## src/gdf_cfg.svh

```systemverilog
`ifndef GDF_CFG_SVH
`define GDF_CFG_SVH

// system clock period
`define GDF_CLK_NS 8

// both pwm inputs low for this long clear the fault memory
`define GDF_REACT_MS 60
`define GDF_REACT_CYC ((`GDF_REACT_MS * 1000000 + `GDF_CLK_NS - 1) / `GDF_CLK_NS)

// half-bridge dead time reset value, least interlock time rounded up
`define GDF_TD_NS 1600
`define GDF_DT_CYC ((`GDF_TD_NS + `GDF_CLK_NS - 1) / `GDF_CLK_NS)

// soft shut-down window, longest time rounded down
`define GDF_SSD_NS 2000
`define GDF_SSD_CYC (`GDF_SSD_NS / `GDF_CLK_NS)

// register byte offsets
`define GDF_OFS_DEADTIME_A 5'h00
`define GDF_OFS_DEADTIME_B 5'h04
`define GDF_OFS_STATUS 5'h08
`define GDF_OFS_IRQ_STATUS 5'h0C
`define GDF_OFS_IRQ_MASK 5'h10

// status register field positions
`define GDF_ST_FAULT 0
`define GDF_ST_HALF 1
`define GDF_ST_GATE_A 2
`define GDF_ST_GATE_B 3
`define GDF_ST_SSD 4
`define GDF_ST_EXT_A 5
`define GDF_ST_EXT_B 6

// event bit positions of irq status and mask
`define GDF_EV_SET 0
`define GDF_EV_CLR 1
`define GDF_EV_MODE 2

// reset values
`define GDF_MASK_RST 3'h0
`define GDF_RDATA_RST 32'h0000_0000

`endif

```

## src/gdf_pkg.sv

```systemverilog
package gdf_pkg;

    // controller-side pins of the driver
    typedef struct packed {
        logic pwm_in_a;
        logic pwm_in_b;
        logic mode_sel;
        logic fault_reset;
        logic ext_err_a;
        logic ext_err_b;
    } gdf_pins_type;

    typedef struct packed {
        gdf_pins_type meta;
        gdf_pins_type sync;
    } gdf_sync_type;

    typedef enum logic [1:0] {
        GDF_RUN,
        GDF_SSD,
        GDF_HOLD
    } gdf_fsm_type;

    typedef struct packed {
        gdf_fsm_type fsm;
        logic [15:0] deadtime_cap_a;
        logic [15:0] deadtime_cap_b;
        logic [15:0] cnt_a;
        logic [15:0] cnt_b;
        logic [23:0] react;
        logic [15:0] ssd;
        logic gate_a;
        logic gate_b;
        logic err_oe;
        logic ssd_out;
        logic mode_prev;
        logic [2:0] ev;
        logic [2:0] mask;
        logic irq;
        logic waitreq;
        logic [31:0] rdata;
    } gdf_core_type;

endpackage : gdf_pkg

```

## src/gdf_driver.sv

```systemverilog
// Added by the designer: the register offsets and the Avalon-MM slave port.
`timescale 1ns/1ns
`include "gdf_cfg.svh"

// Overview of operation
// - error output pulled low while fault latched
// - fault holds until reset or long pwm idle clears fault memory
// - high reset input clears fault memory
// - pwm_in_a high requests gate A on
// - pwm_in_b high requests gate B on
// - mode select high gives half-bridge mode
// - mode select low gives direct mode
// - external error A sets fault memory
// - external error B sets fault memory
// - half-bridge inserts per-channel dead time before turn-on
// - both pwm low 60 ms clears fault
// - external fault starts soft shut-down, then holds off
// - fault state ignores pwm, keeps error asserted
module gdf_driver #(
    parameter int unsigned REACT_CYCLES = `GDF_REACT_CYC
) (
    // clock and reset
    input wire logic sys_clk,
    input wire logic nrst,
    // controller pins
    input gdf_pkg::gdf_pins_type pin_in,
    // gate outputs
    output logic gate_drive_out_a,
    output logic gate_drive_out_b,
    output logic soft_shutdown_out,
    // open-drain error output
    output logic err_n_o,
    output logic err_n_oe,
    // avalon-mm slave
    input wire logic [4:0] avs_address,
    input wire logic avs_read,
    input wire logic avs_write,
    input wire logic [31:0] avs_writedata,
    input wire logic [3:0] avs_byteenable,
    output logic [31:0] avs_readdata,
    output logic avs_waitrequest,
    // interrupt
    output logic irq
);
    localparam logic [23:0] REACT_LIM = 24'(REACT_CYCLES);
    localparam logic [15:0] SSD_LOAD = 16'(`GDF_SSD_CYC);
    localparam gdf_pkg::gdf_core_type CORE_RST = '{
        fsm: gdf_pkg::GDF_RUN,
        deadtime_cap_a: 16'(`GDF_DT_CYC),
        deadtime_cap_b: 16'(`GDF_DT_CYC),
        mask: `GDF_MASK_RST,
        waitreq: 1'b1,
        rdata: `GDF_RDATA_RST,
        default: '0
    };

    gdf_pkg::gdf_pins_type s;
    gdf_pkg::gdf_core_type q;
    gdf_pkg::gdf_core_type d;
    logic ext;
    logic faulted;
    logic run;
    logic req_a;
    logic req_b;
    logic clr_req;
    logic bus_req;
    logic acc_wr;
    logic [31:0] status;
    logic [2:0] new_ev;
    logic [2:0] w1c;

    gdf_sync u_sync (
        .sys_clk(sys_clk),
        .nrst(nrst),
        .pin_in(pin_in),
        .pin_sync(s)
    );

    // byte-lane merge for the 16-bit dead time registers
    function automatic logic [15:0] gdf_merge16(
        input logic [15:0] old,
        input logic [31:0] wdata,
        input logic [3:0] be
    );
        logic [15:0] r;
        r = old;
        if (be[0])
        begin
            r[7:0] = wdata[7:0];
        end
        if (be[1])
        begin
            r[15:8] = wdata[15:8];
        end
        return r;
    endfunction : gdf_merge16

    assign ext = s.ext_err_a | s.ext_err_b;
    assign faulted = q.fsm != gdf_pkg::GDF_RUN;
    // pwm ignored in fault and in the cycle a fault arrives
    assign run = !faulted && !ext;
    assign req_a = s.pwm_in_a && run;
    assign req_b = s.pwm_in_b && run;
    // reset pin or long pwm idle; an active external error wins
    assign clr_req = (s.fault_reset || q.react == REACT_LIM) && !ext;
    assign bus_req = avs_read || avs_write;
    assign acc_wr = avs_write && !q.waitreq;

    always_comb
    begin
        status = '0;
        status[`GDF_ST_FAULT] = faulted;
        status[`GDF_ST_HALF] = s.mode_sel;
        status[`GDF_ST_GATE_A] = q.gate_a;
        status[`GDF_ST_GATE_B] = q.gate_b;
        status[`GDF_ST_SSD] = q.ssd_out;
        status[`GDF_ST_EXT_A] = s.ext_err_a;
        status[`GDF_ST_EXT_B] = s.ext_err_b;
    end

    always_comb
    begin
        d = q;
        new_ev = '0;
        w1c = '0;

        // idle counter saturates so a long idle keeps clearing
        if (s.pwm_in_a || s.pwm_in_b)
        begin
            d.react = '0;
        end
        else if (q.react != REACT_LIM)
        begin
            d.react = q.react + 24'h00_0001;
        end

        case (q.fsm)
            gdf_pkg::GDF_RUN:
            begin
                if (ext)
                begin
                    d.fsm = gdf_pkg::GDF_SSD;
                    d.ssd = SSD_LOAD;
                    new_ev[`GDF_EV_SET] = 1'b1;
                end
            end
            gdf_pkg::GDF_SSD:
            begin
                d.ssd = q.ssd - 16'h0001;
                if (clr_req)
                begin
                    d.fsm = gdf_pkg::GDF_RUN;
                    d.ssd = '0;
                    new_ev[`GDF_EV_CLR] = 1'b1;
                end
                else if (q.ssd <= 16'h0001)
                begin
                    d.fsm = gdf_pkg::GDF_HOLD;
                end
            end
            gdf_pkg::GDF_HOLD:
            begin
                if (clr_req)
                begin
                    d.fsm = gdf_pkg::GDF_RUN;
                    new_ev[`GDF_EV_CLR] = 1'b1;
                end
            end
            default:
            begin
                d.fsm = gdf_pkg::GDF_HOLD;
            end
        endcase
        d.ssd_out = d.fsm == gdf_pkg::GDF_SSD;
        d.err_oe = d.fsm != gdf_pkg::GDF_RUN;

        if (s.mode_sel)
        begin
            // half-bridge: count only while the other side is off and idle
            if (req_a && !req_b && !q.gate_b)
            begin
                d.cnt_a = (q.cnt_a == 16'hFFFF) ? q.cnt_a : q.cnt_a + 16'h0001;
            end
            else
            begin
                d.cnt_a = '0;
            end
            if (req_b && !req_a && !q.gate_a)
            begin
                d.cnt_b = (q.cnt_b == 16'hFFFF) ? q.cnt_b : q.cnt_b + 16'h0001;
            end
            else
            begin
                d.cnt_b = '0;
            end
            d.gate_a = req_a && !req_b && !q.gate_b && q.cnt_a >= q.deadtime_cap_a;
            d.gate_b = req_b && !req_a && !q.gate_a && q.cnt_b >= q.deadtime_cap_b;
        end
        else
        begin
            d.cnt_a = '0;
            d.cnt_b = '0;
            d.gate_a = req_a;
            d.gate_b = req_b;
        end

        d.mode_prev = s.mode_sel;
        new_ev[`GDF_EV_MODE] = s.mode_sel != q.mode_prev;

        // bus: waitrequest drops for one cycle after a request is seen
        d.waitreq = !(bus_req && q.waitreq);
        if (avs_read && q.waitreq)
        begin
            case (avs_address)
                `GDF_OFS_DEADTIME_A: d.rdata = {16'h0000, q.deadtime_cap_a};
                `GDF_OFS_DEADTIME_B: d.rdata = {16'h0000, q.deadtime_cap_b};
                `GDF_OFS_STATUS: d.rdata = status;
                `GDF_OFS_IRQ_STATUS: d.rdata = {29'h0000_0000, q.ev};
                `GDF_OFS_IRQ_MASK: d.rdata = {29'h0000_0000, q.mask};
                default: d.rdata = '0;
            endcase
        end
        if (acc_wr)
        begin
            case (avs_address)
                `GDF_OFS_DEADTIME_A:
                begin
                    d.deadtime_cap_a = gdf_merge16(q.deadtime_cap_a, avs_writedata,
                        avs_byteenable);
                end
                `GDF_OFS_DEADTIME_B:
                begin
                    d.deadtime_cap_b = gdf_merge16(q.deadtime_cap_b, avs_writedata,
                        avs_byteenable);
                end
                `GDF_OFS_IRQ_STATUS:
                begin
                    w1c = avs_byteenable[0] ? avs_writedata[2:0] : 3'h0;
                end
                `GDF_OFS_IRQ_MASK:
                begin
                    if (avs_byteenable[0])
                    begin
                        d.mask = avs_writedata[2:0];
                    end
                end
                default:
                begin
                    d.mask = q.mask;
                end
            endcase
        end
        // a new event wins over a clear in the same cycle
        d.ev = (q.ev & ~w1c) | new_ev;
        d.irq = |(d.ev & d.mask);
    end

    always_ff @(posedge sys_clk or negedge nrst)
    begin
        if (!nrst)
        begin
            q <= CORE_RST;
        end
        else
        begin
            q <= d;
        end
    end

    assign gate_drive_out_a = q.gate_a;
    assign gate_drive_out_b = q.gate_b;
    assign soft_shutdown_out = q.ssd_out;
    // open drain: the pin value is a constant low, not a flop, only enable moves
    assign err_n_o = 1'b0;
    assign err_n_oe = q.err_oe;
    assign avs_readdata = q.rdata;
    assign avs_waitrequest = q.waitreq;
    assign irq = q.irq;
endmodule : gdf_driver

```

## src/gdf_sync.sv

```systemverilog
`timescale 1ns/1ns
module gdf_sync (
    // clock and reset
    input wire logic sys_clk,
    input wire logic nrst,
    // raw pins and their synchronised copy
    input gdf_pkg::gdf_pins_type pin_in,
    output gdf_pkg::gdf_pins_type pin_sync
);
    gdf_pkg::gdf_sync_type s_q;
    gdf_pkg::gdf_sync_type s_d;

    // first stage feeds only the second one
    always_comb
    begin
        s_d = s_q;
        s_d.meta = pin_in;
        s_d.sync = s_q.meta;
    end

    always_ff @(posedge sys_clk or negedge nrst)
    begin
        if (!nrst)
        begin
            s_q <= '0;
        end
        else
        begin
            s_q <= s_d;
        end
    end

    assign pin_sync = s_q.sync;

endmodule : gdf_sync

```

## config.mk

```make
export PLATFORM = sky130hd
export DESIGN_NAME = gdf_driver
export DESIGN_NICKNAME = d
export VERILOG_FILES = /design/src/gdf_pkg.sv /design/src/gdf_driver.sv /design/src/gdf_sync.sv
export VERILOG_INCLUDE_DIRS = /design/src /design/src/src
export SDC_FILE = /design/constraint.sdc
export NUM_CORES = 1
export LEC_CHECK = 0
export BUFFER_PORTS_ARGS = -buffer_cell sky130_fd_sc_hd__buf_2
export CAP_MARGIN = 20
export CORE_AREA = 2 2 188 190
export CTS_CLUSTER_DIAMETER = 200
export DETAILED_ROUTE_END_ITERATION = 7
export DIE_AREA = 0 0 190 192
export HOLD_SLACK_MARGIN = 0.08
export PLACE_DENSITY = 0.5
export SLEW_MARGIN = 15
export SYNTH_ARGS = -nofsm -noshare
export SYNTH_HDL_FRONTEND = slang
export SYNTH_SLANG_ARGS = --single-unit
```

## constraint.sdc

```tcl
create_clock -name sys_clk -period 3.4 [get_ports sys_clk]
set_input_delay 0.51 -clock sys_clk [delete_from_list [all_inputs] [get_ports sys_clk]]
set_output_delay 0.51 -clock sys_clk [all_outputs]
set_load 0.005 [all_outputs]
```

==> impl_metrics.sql <==
INSERT INTO impl_metrics (metric_group, metric, value, unit) VALUES
('sta', 'period_needed', '2.48', 'ns'),
('run_status', 'run_status', 'completed', ''),
('drt', 'antenna_violating_nets_post_route', '0', ''),
('grt', 'gr-usage-met3', '0.0247', ''),
('worst_setup_path', 'cp_cell_sequence', 'inv_1 > ha_1 > nor4bb_1 > nand4_1 > o21ai_0 > o21bai_1 > o211ai_2 > o21bai_2', ''),
('drt', 'routed_wirelength', '19700', 'µm'),
('drt', 'vias_per_cell', '4.39', ''),
('layout', 'mostFrequentLayoutCell', 'sky130_fd_sc_hd__dfrtp_1', ''),
('sta', 'setup-violations-final', '0', ''),
('clocking', 'tritoncts', 'done', ''),
('grt', 'grt_max_degree', '75', ''),
('clocking', 'clock_latency_late_sink', '0.44', 'ns'),
('layout', 'utilization', '0.266', ''),
('worst_setup_path', 'r2r_slack', '0.92', 'ns'),
('placed_design', 'io_buffer_count', '54', ''),
('drt', 'drt_iter0_markers', '366', ''),
('sta', 'unrepaired_setup_endpoints_after_global_routing', 'false', ''),
('worst_setup_path', 'worstSetupEndpointType', 'register', ''),
('synth', 'yosys_warnings', '0', ''),
('drt', 'routed_wire_length_per_instance', '14.7', 'µm'),
('synth', 'async_flop_share', '1.00', ''),
('clocking', 'ctsHoldBuffers', '0', ''),
('grt', 'first_global_vias', '5969', ''),
('worst_setup_path', 'critical_path.startpoint_type', 'register', ''),
('synth', 'synthCells', '818', ''),
('floorplanning', 'die_ar', '36500', 'µm²'),
('layout', 'finalNonFillerCells', '1334', ''),
('worst_setup_path', 'critical_path.max_stage_delay', '0.61', 'ns'),
('grt', 'grt.overflow.total', '0', ''),
('grt', 'grt.met1_usage', '0.153', ''),
('synth', 'syn-cell-area', '7840', 'µm²'),
('worst_setup_path', 'worstReg2RegStart', 'q[61]', ''),
('clocking', 'clkSinkCount', '147', ''),
('synth', 'ys_dominant_reg_cell', 'sky130_fd_sc_hd__dfrtp_1', ''),
('synth', 'synth_seq_cells', '147', ''),
('layout', 'area_growth', '16.5', '%'),
('synth', 'seq_total_area_yosys', '0.470', ''),
('pwr', 'leakagePower', '4.02', 'nW'),
('synth', 'synth.avg_cell_area', '9.58', 'µm²'),
('sta', 'slew_viol_final', '0', ''),
('synth', 'synth_enable_flop_cells', '0', ''),
('clocking', 'post-cts-setup-buffers', '0', ''),
('pwr', 'cellPowerDensity', '524', 'nW/µm²'),
('clocking', 'cts.repair.resized', '0', ''),
('pwr', 'maximum_resistive_drop_on_vdd', '0.312', 'mV'),
('drt', 'detail_route.drc_violations', '0', ''),
('placed_design', 'globalplace.congestion', '0.772', ''),
('grt', 'grtUsageTotal', '0.115', ''),
('placed_design', 'place_inst', '1300', ''),
('placed_design', 'dpl_cell_area', '8510', 'µm²'),
('grt', 'grt_first_pass_wirelength', '32600', 'µm'),
('worst_setup_path', 'cp_data_arrival_time', '2.80', 'ns'),
('sta', 'finalHoldViolCount', '0', ''),
('floorplanning', 'core_area', '34300', 'µm²'),
('sta', 'worst-slew-pin-transition', '0.751', 'ns'),
('synth', 'yosys-top-cells-area', 'sky130_fd_sc_hd__dfrtp_1 (45%), sky130_fd_sc_hd__ha_1 (6.7%), sky130_fd_sc_hd__o21ai_0 (4.1%)', ''),
('sta', 'max_freq', '404', 'MHz'),
('worst_setup_path', 'criticalPathCategory', 'reg -> reg', ''),
('worst_setup_path', 'crit_fanout', '5', ''),
('layout', 'share_of_cells_above_drive_strength_1', '0.153', ''),
('synth', 'netlist.area_leader.share', '0.447', ''),
('clocking', 'clockBufferDepth', '2', ''),
('worst_setup_path', 'worst-endpoint-required', '3.72', 'ns'),
('sta', 'final.setup_skew', '0.0149', 'ns'),
('synth', 'post-synth-top-area-cell', 'sky130_fd_sc_hd__dfrtp_1', ''),
('sta', 'min_period_over_period', '0.728', ''),
('worst_setup_path', 'r2r-end', 'err_n_oe', ''),
('floorplanning', 'fp_rows', '68', ''),
('synth', 'ys_types', '59', ''),
('floorplanning', 'die_y_extent', '192', 'µm'),
('drt', 'vias', '5859', '');
[worst max path at each step]
stage	startpoint	endpoint
final	q[61]	err_n_oe
after global routing	q[150]	q[100]
after CTS	q[61]	irq
after detailed placement	avs_address[1]	q[117]
after global placement	avs_address[1]	q[117]
after floorplan	q[55]	err_n_oe
[final cells by class]
class	count	area, µm²
Tap cell	455	569
Inverter	45	169
Clock inverter	13	173
Multi-Input combinational cell	588	3710
Sequential cell	147	3690
Timing Repair Buffer	65	372
Antenna cell	2	5.00
Clock buffer	19	443
Fill cell	3649	25200
[power by group]
part / leakage, nW / switching, mW / total, mW / internal (mW)
sequential: 1.89 / 0.122 / 2.01 / 1.89
clock: 0.299 / 0.803 / 1.99 / 1.19
combinational: 1.83 / 0.482 / 0.783 / 0.302
[worst max-delay path, delay by kind of cell (launching register included)]
family | cells | cell delay [ns]
fa+ha+maj | 1 | 0.15
flops | 1 | 0.42
compound gates | 4 | 1.17
buf+inv | 1 | 0.11
simple gates | 2 | 0.52
[cells in the mapped netlist (2+ instances only)]
master                     count
sky130_fd_sc_hd__nor3b_1       4
sky130_fd_sc_hd__o21ai_0      64
sky130_fd_sc_hd__dfstp_2       7
sky130_fd_sc_hd__buf_4        33
sky130_fd_sc_hd__a21o_1       12
sky130_fd_sc_hd__a31oi_1       3
sky130_fd_sc_hd__mux2i_1      10
sky130_fd_sc_hd__clkbuf_1     19
sky130_fd_sc_hd__nor2_1       81
sky130_fd_sc_hd__nor2b_1       5
sky130_fd_sc_hd__or4_4         2
sky130_fd_sc_hd__xor2_1       22
sky130_fd_sc_hd__nor4bb_1      4
sky130_fd_sc_hd__a22o_1        6
sky130_fd_sc_hd__nand2b_1      6
sky130_fd_sc_hd__a221oi_1      5
sky130_fd_sc_hd__nand3b_1      2
sky130_fd_sc_hd__a211oi_1      5
sky130_fd_sc_hd__nand2_1      80
sky130_fd_sc_hd__dfrtp_1     140
sky130_fd_sc_hd__and3b_1       2
sky130_fd_sc_hd__nand4_1      20
sky130_fd_sc_hd__or2_2         5
sky130_fd_sc_hd__and2_1        2
sky130_fd_sc_hd__o41ai_1       2
sky130_fd_sc_hd__xnor2_1      16
sky130_fd_sc_hd__o22ai_1       2
sky130_fd_sc_hd__nand3_1      31
sky130_fd_sc_hd__inv_1        45
sky130_fd_sc_hd__a22oi_1       9
sky130_fd_sc_hd__nor3_1       25
sky130_fd_sc_hd__mux2_2       20
sky130_fd_sc_hd__ha_1         42
sky130_fd_sc_hd__or3_1         8
sky130_fd_sc_hd__o21bai_1      2
sky130_fd_sc_hd__a21oi_1      28
sky130_fd_sc_hd__nor4_1        8
sky130_fd_sc_hd__and4_1        5
sky130_fd_sc_hd__o31ai_1       7
sky130_fd_sc_hd__and3_1       10
[stage by stage]
| stage | total power, mW | worst slack [ns] |
|---|---|---|
| CTS | 4.85 | 0.911 |
| global route | 5.06 | 0.666 |
| finish | 4.78 | 0.923 |
| floorplan | 2.54 | 1.09 |
| detailed placement | 2.83 | 0.813 |
| global placement | 2.82 | 0.827 |
[layer usage]
metal	up-vias	wire length, µm	part of all wire
li1	2927	-	-
met1	2815	9320	0.47
met2	87	8900	0.45
met3	26	876	0.045
met4	4	544	0.028
met5	-	28	0.0014
[cells by family (layout without fill, tap and decap cells)]
group / after synthesis / after routing / share of synthesized area
buffers and inverters: 99 / 142 / 0.0634
DFF: 147 / 147 / 0.470
muxes: 30 / 30 / 0.0415
other: 1 / 19 / 0.000478
xor gates and xnor gates: 38 / 38 / 0.0425
AOI/OAI and AO/OA: 155 / 155 / 0.123
adders and majority gates: 42 / 42 / 0.0670
and+or+nand+nor: 306 / 306 / 0.192
[state kept, by name, indices dropped and copies added, names as in the netlist, 6 cells and up]
register	flops
q	113
u_sync.pin_sync	6
avs_readdata	16
u_sync.s_d	6
No activity file was read; power rests on OpenSTA's default activity.
